[src/logic/ckg_defines.svh]
// Register offsets, field positions, reset values and counts for ckg
`ifndef CKG_DEFINES_SVH
`define CKG_DEFINES_SVH

// ==========================================================
// Register offsets (byte addresses)
`define CKG_ADDR_W 16
`define CKG_OFF_HS_WAIT_SEL 16'h5061
`define CKG_OFF_HS_WAIT_EN 16'h5062
`define CKG_OFF_OUT_A 16'h5064
`define CKG_OFF_OUT_B 16'h5065
`define CKG_OFF_INTERNAL_OSCILLATOR_FREQ 16'h506E
`define CKG_OFF_PERIPH_GATE 16'h5080
`define CKG_OFF_CORE_GEAR 16'h5081
`define CKG_OFF_STATUS 16'h5090

// ==========================================================
// Field positions
`define CKG_WSEL_LSB 4
`define CKG_WEN_BIT 4
`define CKG_DIV_LSB 4
`define CKG_SRC_LSB 2
`define CKG_OEN_BIT 0

// ==========================================================
// Reset values
`define CKG_RST_WSEL 2'h0
`define CKG_RST_WEN 1'b1
`define CKG_RST_DIV 2'h0
`define CKG_RST_SRC 2'h0
`define CKG_RST_OEN 1'b0
`define CKG_RST_IFREQ 2'h1
`define CKG_RST_PGATE 2'h3
`define CKG_RST_GEAR 2'h0

// ==========================================================
// Codes and counts
`define CKG_PGATE_ON 2'h3
`define CKG_WAIT_MAX 11'h400
`define CKG_WAIT_W 11

`endif

[src/logic/ckg_pkg.sv]
// Types shared by the clock output and gating block
package ckg_pkg;

   // ==========================================================
   // Register bus request
   typedef struct packed {
      logic [15:0] addr;
      logic [7:0] wdata;
      logic wr;
      logic rd;
   } ckg_bus_t;

   // ==========================================================
   // Oscillator clock levels, sampled in mclk
   typedef struct packed {
      logic internal_oscillator;
      logic hs;
      logic ls;
   } ckg_osc_t;

   // Clock output source codes
   typedef enum logic [1:0] {
      CKG_SRC_INTERNAL_OSCILLATOR = 2'h0,
      CKG_SRC_LS = 2'h1,
      CKG_SRC_HS = 2'h2,
      CKG_SRC_RSVD = 2'h3
   } ckg_src_t;

   // Clock output divider codes
   typedef enum logic [1:0] {
      CKG_DIV_1 = 2'h0,
      CKG_DIV_2 = 2'h1,
      CKG_DIV_4 = 2'h2,
      CKG_DIV_RSVD = 2'h3
   } ckg_div_t;

   // Control fields of one clock output
   typedef struct packed {
      ckg_div_t div;
      ckg_src_t src;
      logic en;
   } ckg_out_cfg_t;

   // Running state of one clock output
   typedef struct packed {
      ckg_out_cfg_t cfg;
      logic level;
      logic phase;
   } ckg_out_st_t;

   // High-speed oscillator stabilisation states
   typedef enum logic [1:0] {
      CKG_HS_OFF,
      CKG_HS_COUNT,
      CKG_HS_READY
   } ckg_hs_state_t;

endpackage

[src/logic/ckg_clock_ctrl.sv]
// Clock output, stabilisation wait, peripheral gate and core gear logic
//
// Functional notes
// - Wait enabled, oscillator on: hold its clock from system until count elapses.
// - Wait disabled: pass high-speed clock to system at once.
// - Wait select codes 3,2,1,0 give 128,256,512,1024 cycles; reset 0.
// - Output A divider codes 0,1,2 divide by 1,2,4; 3 reserved.
// - Output A ignores divider when low-speed source selected.
// - Output A source: 2 high-speed, 1 low-speed, 0 internal; 3 unused.
// - Output A enable 1 drives clock to pin; 0 stops it.
// - Output B divider codes 0,1,2 divide by 1,2,4; 3 reserved.
// - Output B ignores divider when low-speed source selected.
// - Output B source: 2 high-speed, 1 low-speed, 0 internal; 3 unused.
// - Output B enable 1 drives clock to pin; 0 stops it.
// - Internal frequency select 3,2,1,0 gives 2,4,12,8 MHz; reset 1.
// - Peripheral gate 3 supplies peripheral clock; 0 stops it.
// - Clock outputs and core path do not depend on peripheral clock.
// - Core gear codes 0..3 divide system clock by 1,2,4,8.
//
// Design decision made here: the address-and-strobe port.
`include "ckg_defines.svh"

module ckg_clock_ctrl #(
   parameter int WAIT_W = `CKG_WAIT_W
) (
   input wire logic mclk,
   input wire logic rstn,
   input wire ckg_pkg::ckg_bus_t bus,
   output logic [7:0] rdata,
   input wire ckg_pkg::ckg_osc_t osc,
   input wire logic hs_osc_on,
   input wire logic [1:0] sys_src,
   output logic hs_ready,
   output logic sys_clk_en,
   output logic core_clk_en,
   output logic periph_clk_en,
   output logic [1:0] internal_freq_select,
   output logic clock_out_a,
   output logic clock_out_b
);
   import ckg_pkg::*;

   // ==========================================================
   // Helpers

   // Stabilisation length for a wait select code
   function automatic logic [WAIT_W-1:0] wait_len(input logic [1:0] code);
      wait_len = WAIT_W'(`CKG_WAIT_MAX >> code);
   endfunction

   // Next state of one clock output; config is taken only while low
   function automatic ckg_out_st_t out_next(input ckg_out_st_t st,
                                            input ckg_out_cfg_t cfg,
                                            input ckg_osc_t rise,
                                            input ckg_osc_t fall);
      ckg_out_st_t nx;
      logic r;
      logic f;
      logic ev;
      nx = st;
      r = 1'b0;
      f = 1'b0;
      ev = 1'b0;
      case (st.cfg.src)
         CKG_SRC_INTERNAL_OSCILLATOR: begin
            r = rise.internal_oscillator;
            f = fall.internal_oscillator;
         end
         CKG_SRC_LS: begin
            r = rise.ls;
            f = fall.ls;
         end
         CKG_SRC_HS: begin
            r = rise.hs;
            f = fall.hs;
         end
         default: begin
            r = 1'b0;
            f = 1'b0;
         end
      endcase
      if (st.cfg.src == CKG_SRC_LS) begin
         ev = st.level ? f : r;
      end else begin
         case (st.cfg.div)
            CKG_DIV_2: ev = r;
            CKG_DIV_4: ev = r & st.phase;
            default: ev = st.level ? f : r;
         endcase
      end
      if (!st.cfg.en) begin
         // Stopped output rests low and follows config freely
         nx.level = 1'b0;
         nx.phase = 1'b0;
         nx.cfg = cfg;
      end else if (!st.level && !ev && !r) begin
         // Low half boundary: safe to adopt new settings
         nx.cfg = cfg;
      end
      if (st.cfg.en) begin
         if (r && st.cfg.div == CKG_DIV_4) begin
            nx.phase = ~st.phase;
         end
         if (ev) begin
            nx.level = ~st.level;
         end
      end
      return nx;
   endfunction

   // ==========================================================
   // Registers
   logic [1:0] wait_sel_q;
   logic wait_en_q;
   ckg_out_cfg_t cfg_a_q;
   ckg_out_cfg_t cfg_b_q;
   logic [1:0] ifreq_q;
   logic [1:0] pgate_q;
   logic [1:0] gear_q;

   // Software writes; reserved bits are dropped
   always_ff @(posedge mclk) begin
      if (!rstn) begin
         wait_sel_q <= `CKG_RST_WSEL;
         wait_en_q <= `CKG_RST_WEN;
         cfg_a_q <= '{div: ckg_div_t'(`CKG_RST_DIV),
                      src: ckg_src_t'(`CKG_RST_SRC), en: `CKG_RST_OEN};
         cfg_b_q <= '{div: ckg_div_t'(`CKG_RST_DIV),
                      src: ckg_src_t'(`CKG_RST_SRC), en: `CKG_RST_OEN};
         ifreq_q <= `CKG_RST_IFREQ;
         pgate_q <= `CKG_RST_PGATE;
         gear_q <= `CKG_RST_GEAR;
      end else if (bus.wr) begin
         case (bus.addr)
            `CKG_OFF_HS_WAIT_SEL:
               wait_sel_q <= bus.wdata[`CKG_WSEL_LSB +: 2];
            `CKG_OFF_HS_WAIT_EN: wait_en_q <= bus.wdata[`CKG_WEN_BIT];
            `CKG_OFF_OUT_A: begin
               cfg_a_q.div <= ckg_div_t'(bus.wdata[`CKG_DIV_LSB +: 2]);
               cfg_a_q.src <= ckg_src_t'(bus.wdata[`CKG_SRC_LSB +: 2]);
               cfg_a_q.en <= bus.wdata[`CKG_OEN_BIT];
            end
            `CKG_OFF_OUT_B: begin
               cfg_b_q.div <= ckg_div_t'(bus.wdata[`CKG_DIV_LSB +: 2]);
               cfg_b_q.src <= ckg_src_t'(bus.wdata[`CKG_SRC_LSB +: 2]);
               cfg_b_q.en <= bus.wdata[`CKG_OEN_BIT];
            end
            `CKG_OFF_INTERNAL_OSCILLATOR_FREQ: ifreq_q <= bus.wdata[1:0];
            // Codes 2 and 1 are software's to avoid; stored as written
            `CKG_OFF_PERIPH_GATE: pgate_q <= bus.wdata[1:0];
            `CKG_OFF_CORE_GEAR: gear_q <= bus.wdata[1:0];
            default: ;
         endcase
      end
   end

   assign internal_freq_select = ifreq_q;

   // ==========================================================
   // Oscillator edge detection
   ckg_osc_t osc_q;
   ckg_osc_t rise;
   ckg_osc_t fall;

   // Inputs are synchronous, one stage suffices for edges
   always_ff @(posedge mclk) begin
      if (!rstn) begin
         osc_q <= '0;
      end else begin
         osc_q <= osc;
      end
   end

   assign rise = osc & ~osc_q;
   assign fall = ~osc & osc_q;

   // ==========================================================
   // High-speed stabilisation wait
   ckg_hs_state_t hs_st_q;
   logic [WAIT_W-1:0] wait_cnt_q;

   // Counts oscillator cycles from switch-on; an off restarts it
   always_ff @(posedge mclk) begin
      if (!rstn) begin
         hs_st_q <= CKG_HS_OFF;
         wait_cnt_q <= '0;
      end else begin
         case (hs_st_q)
            CKG_HS_OFF: begin
               wait_cnt_q <= '0;
               if (hs_osc_on) begin
                  hs_st_q <= wait_en_q ? CKG_HS_COUNT : CKG_HS_READY;
               end
            end
            CKG_HS_COUNT: begin
               if (!hs_osc_on) begin
                  hs_st_q <= CKG_HS_OFF;
               end else if (!wait_en_q) begin
                  hs_st_q <= CKG_HS_READY;
               end else if (rise.hs) begin
                  wait_cnt_q <= wait_cnt_q + 1'b1;
                  if (wait_cnt_q + 1'b1 >= wait_len(wait_sel_q)) begin
                     hs_st_q <= CKG_HS_READY;
                  end
               end
            end
            CKG_HS_READY: begin
               if (!hs_osc_on) begin
                  hs_st_q <= CKG_HS_OFF;
               end
            end
            default: hs_st_q <= CKG_HS_OFF;
         endcase
      end
   end

   assign hs_ready = (hs_st_q == CKG_HS_READY);

   // ==========================================================
   // System, peripheral and core clock enables
   logic sys_tick;
   logic [2:0] gear_cnt_q;
   logic [1:0] gear_act_q;
   logic [2:0] gear_top;

   // Held-back high-speed clock never reaches the system
   always_comb begin
      case (ckg_src_t'(sys_src))
         CKG_SRC_INTERNAL_OSCILLATOR: sys_tick = rise.internal_oscillator;
         CKG_SRC_LS: sys_tick = rise.ls;
         CKG_SRC_HS: sys_tick = rise.hs & hs_ready;
         default: sys_tick = 1'b0;
      endcase
   end

   assign gear_top = 3'((4'h1 << gear_act_q) - 4'h1);

   // New ratio adopted only at period end, so no short core cycle
   always_ff @(posedge mclk) begin
      if (!rstn) begin
         gear_cnt_q <= '0;
         gear_act_q <= `CKG_RST_GEAR;
      end else if (sys_tick) begin
         if (gear_cnt_q >= gear_top) begin
            gear_cnt_q <= '0;
            gear_act_q <= gear_q;
         end else begin
            gear_cnt_q <= gear_cnt_q + 1'b1;
         end
      end
   end

   // Enables are handshake-like pulses, one mclk each
   assign sys_clk_en = sys_tick;
   assign core_clk_en = sys_tick & (gear_cnt_q >= gear_top);
   assign periph_clk_en = sys_tick & (pgate_q == `CKG_PGATE_ON);

   // ==========================================================
   // External clock outputs, independent of the peripheral gate
   ckg_out_st_t out_a_q;
   ckg_out_st_t out_b_q;

   always_ff @(posedge mclk) begin
      if (!rstn) begin
         out_a_q <= '0;
      end else begin
         out_a_q <= out_next(out_a_q, cfg_a_q, rise, fall);
      end
   end

   always_ff @(posedge mclk) begin
      if (!rstn) begin
         out_b_q <= '0;
      end else begin
         out_b_q <= out_next(out_b_q, cfg_b_q, rise, fall);
      end
   end

   assign clock_out_a = out_a_q.level;
   assign clock_out_b = out_b_q.level;

   // ==========================================================
   // Read data, one cycle after the strobe; unmapped reads zero
   always_ff @(posedge mclk) begin
      if (!rstn) begin
         rdata <= 8'h00;
      end else if (bus.rd) begin
         case (bus.addr)
            `CKG_OFF_HS_WAIT_SEL: rdata <= {2'h0, wait_sel_q, 4'h0};
            `CKG_OFF_HS_WAIT_EN: rdata <= {3'h0, wait_en_q, 4'h0};
            `CKG_OFF_OUT_A:
               rdata <= {2'h0, cfg_a_q.div, cfg_a_q.src, 1'b0, cfg_a_q.en};
            `CKG_OFF_OUT_B:
               rdata <= {2'h0, cfg_b_q.div, cfg_b_q.src, 1'b0, cfg_b_q.en};
            `CKG_OFF_INTERNAL_OSCILLATOR_FREQ: rdata <= {6'h00, ifreq_q};
            `CKG_OFF_PERIPH_GATE: rdata <= {6'h00, pgate_q};
            `CKG_OFF_CORE_GEAR: rdata <= {6'h00, gear_q};
            `CKG_OFF_STATUS:
               rdata <= {5'h00, out_b_q.level, out_a_q.level, hs_ready};
            default: rdata <= 8'h00;
         endcase
      end else begin
         rdata <= 8'h00;
      end
   end

endmodule

[config.mk]
export PLATFORM = sky130hd
export DESIGN_NAME = ckg_clock_ctrl
export DESIGN_NICKNAME = d
export VERILOG_FILES = /design/src/logic/ckg_pkg.sv /design/src/logic/ckg_clock_ctrl.sv
export VERILOG_INCLUDE_DIRS = /design/src /design/src/logic
export SDC_FILE = /design/constraint.sdc
export NUM_CORES = 1
export LEC_CHECK = 0
export BUFFER_PORTS_ARGS = -buffer_cell sky130_fd_sc_hd__buf_2
export CORE_ASPECT_RATIO = 1.2
export CORE_UTILIZATION = 60
export CTS_CLUSTER_DIAMETER = 120
export DETAILED_ROUTE_END_ITERATION = 8
export MAX_ROUTING_LAYER = met4
export PLACE_DENSITY = 0.84
export SETUP_SLACK_MARGIN = 0.15
export SLEW_MARGIN = 20
export SYNTH_ARGS = -nofsm -noshare
export SYNTH_HDL_FRONTEND = slang
export SYNTH_SLANG_ARGS = --single-unit
[constraint.sdc]
create_clock -name mclk -period 3.4 [get_ports mclk]
set_input_delay 0.34 -clock mclk [delete_from_list [all_inputs] [get_ports mclk]]
set_output_delay 0.34 -clock mclk [all_outputs]
set_load 0.02 [all_outputs]
==> metrics.txt <==
Hold Vio Cnt, Final=0; run status=completed; I/O pin count=50; Fin Setup TNS=0 ns; clock sink total=60; worst vdd ir=0.214 mV; die area=roughly 0.0059 mm^2; async set-reset flop share out of synthesis=0; clk_lat worst skew=around 0.34 ns; Post-DP HPWL=roughly 5400 um; final cell count without fillers=500; design area=approximately 0.0038 mm^2; mean post-synth cell area=around 8.6 um^2; layout cells sized above 1=0.189; largest net degree at the start of global routing=43; critical path's largest stage delay=between 0.5 and 0.6 ns; clock slew at reported path FFs=~0.07 ns; Cell Area, Placed=between 0.003 and 0.004 mm^2; grt ovf=0; # diodes=0; die width=approximately 70 um; Critical Path End Type=output port; initial drt markers=169; CTS tree=done; register area share after synthesis=0.358; hold-fix buffers at CTS=0; row count=29; Critical Path RT=3.06 ns; EDFF count, synth=0; post-synth cell types=58; number of max-cap violations=0; Tot GR Track Use=0.279; total wire length=approximately 7500 um; crit path time final=about 2.7 ns; TritonCTS buffer count=9; # resized after CTS=0; Synth Flop Type=dfxtp_1; CTS max path bufs=2; Max Transition Viols Final=0; area delta synth->final=12.5%; class of the worst hold path=in -> reg; DRC viols=0; fmax=approximately 360 MHz; Die Y=between 80 and 90 um; Post-CTS Setup Bufs=0; Core ar.=roughly 0.0053 mm^2; CP startpoint kind=flip-flop; crit share post-route=0.806; Final setup viols=0; largest fanout on the critical path=12; routed length per placed instance=about 15 um; initial core utilization=0.629; placed cells=approximately 490; ANT nets after route=0; Seq cells post-synth=60; Nets=between 400 and 500; vias per cell=5.94; Relative slew margins=0.335; slowest CP cell=dfxtp_1; worst path cell trace=nor2b_1, a31oi_1, o22ai_2, nor2b_1, buf_2; YS warnings=0; IO Port Bufs=45; via count=about 3000; RSZ-0062 raised after global routing=false; first-pass GRT wire length=12800 um; fill cell count=420; cell mode on critical path=nor2b_1; CTS Root Cell=clkbuf_8; Pre-Repair DR Iteration Count=4; # H-tree levels=3; post-synthesis cell area=~0.0034 mm^2; clk_skew=0.00748 ns; initial antenna violation count=0; WP data arrival=approximately 2.4 ns; PwrDens=between 300 and 400 mW/mm^2; Pleak=1.42 nW; routability cong.=between 0.8 and 0.9; number of global-route vias before repair=2813; actual slew at the worst max-slew pin=between 0.9 and 1 ns; crit path kind=reg -> out; Cells after Synth=392
-- sequential cells by signal (all words and copies together), names as in the netlist --
signal / cells
out_b_q: 6
clock_out_b: 1
wait_cnt_q: 11
wait_en_q: 1
clock_out_a: 1
hs_st_q: 2
rdata: 6
pgate_q: 2
internal_freq_select: 2
cfg_b_q: 5
cfg_a_q: 5
osc_q: 3
gear_act_q: 2
out_a_q: 6
gear_q: 2
gear_cnt_q: 3
wait_sel_q: 2
-- layout make-up --
class                           instances  area, um^2  area share
Sequential cell                        60        1200       0.318
Inverter                               13        48.8      0.0129
Timing Repair Buffer                   47         240      0.0637
Clock buffer                           13         159      0.0421
Multi-Input combinational cell        303        2040       0.540
Clock inverter                          2        10.0     0.00265
Tap cell                               62        77.6      0.0206
-- cells by family (layout without fill, tap and decap cells) --
logic type / after synthesis / after routing / synth area share
flops: 60 / 60 / 0.358
buf+inv: 30 / 75 / 0.0377
other cells: 1 / 2 / 0.00112
xor+xnor: 13 / 13 / 0.0339
simple gates: 177 / 177 / 0.312
compound gates: 86 / 86 / 0.171
mux: 12 / 12 / 0.0377
fa+ha+maj: 13 / 13 / 0.0485
-- power by group --
group | switching, mW | internal (mW) | total (mW)
logic | 0.0613 | 0.0374 | 0.0987
registers | 0.00431 | 0.706 | 0.710
clock network | 0.266 | 0.298 | 0.565
total | 0.332 | 1.04 | 1.37
-- synth_stat cells (3+ instances only) --
cell / instances / area (um^2)
nand2b_1: 9 / 56.3
and2_1: 4 / 25.0
and4_1: 3 / 26.3
o21a_1: 3 / 22.5
clkbuf_1: 8 / 30.0
nand3b_1: 6 / 45.0
nor2_1: 18 / 67.6
nor4b_1: 4 / 35.0
o21ai_0: 31 / 155
xor2_1: 10 / 87.6
and3_1: 7 / 43.8
nand4_1: 12 / 75.1
a21boi_0: 16 / 120
buf_2: 5 / 25.0
a22oi_1: 6 / 45.0
xnor2_1: 3 / 26.3
o211ai_1: 4 / 30.0
nand3_1: 28 / 140
mux2i_1: 7 / 70.1
a21oi_1: 8 / 40.0
inv_1: 13 / 48.8
nor3b_1: 4 / 30.0
nor2_4: 3 / 33.8
dfxtp_1: 60 / 1200
mux2_2: 5 / 56.3
ha_1: 13 / 163
nand2_1: 46 / 173
and3b_1: 3 / 26.3
nor2b_1: 13 / 81.3
-- stage by stage --
step                      hold slack (ns)  utilization  power, mW  setup WS [ns]
after floorplan                     0.439            -      0.783           1.26
after global placement              0.459        0.676      0.821           1.06
after detailed placement            0.471        0.676      0.823           1.01
after CTS                           0.231        0.707       1.38          0.644
after global routing                0.250        0.707       1.42          0.581
final                               0.235        0.707       1.37          0.660
-- worst max-delay path: cells and delay by family (launching register included) --
kind	cells	cell delay (ns)
buf+inv	1	0.23
simple gates	2	0.73
flops	1	0.59
compound gates	2	0.51
-- cell usage in the layout, fill, tap and decap left out, types with 4 or more instances in the layout --
master    instances
a22oi_1           6
nand3b_1          6
xor2_1           10
nor4b_1           4
nor2b_1          13
mux2i_1           7
nand2_1          46
buf_2            45
nor2_1           18
clkbuf_8         11
nor3b_1           4
a21boi_0         16
mux2_2            5
inv_1            13
nand2b_1          9
and2_1            4
and3_1            7
o211ai_1          4
o21ai_0          31
dfxtp_1          60
nand4_1          12
a21oi_1           8
ha_1             13
nand3_1          28
-- final timing paths --
path | slack, ns | depth (start not counted) | from | endpoint
worst min register to register | 0.48 | 2 | out_b_q[6]$_SDFFE_PN0P_ | out_b_q[6]$_SDFFE_PN0P_
worst max register to register | 1.09 | 9 | wait_cnt_q[3]$_SDFFE_PN0P_ | hs_st_q[1]$_SDFFE_PN0P_
worst min-delay path | 0.24 | 2 | osc[0] | osc_q[0]$_SDFF_PN0_
worst max-delay path | 0.66 | 5 | hs_st_q[1]$_SDFFE_PN0P_ | core_clk_en
-- metal layers --
metal  global-route usage  wire, um  vias up
met5                    -         0        -
met3               0.0338       307       15
met1                0.335      3290     1380
met4                0.131       196        0
li1                     -         -     1488
met2                0.462      3740       85
Note: power is estimated with default switching activity, not from simulation.
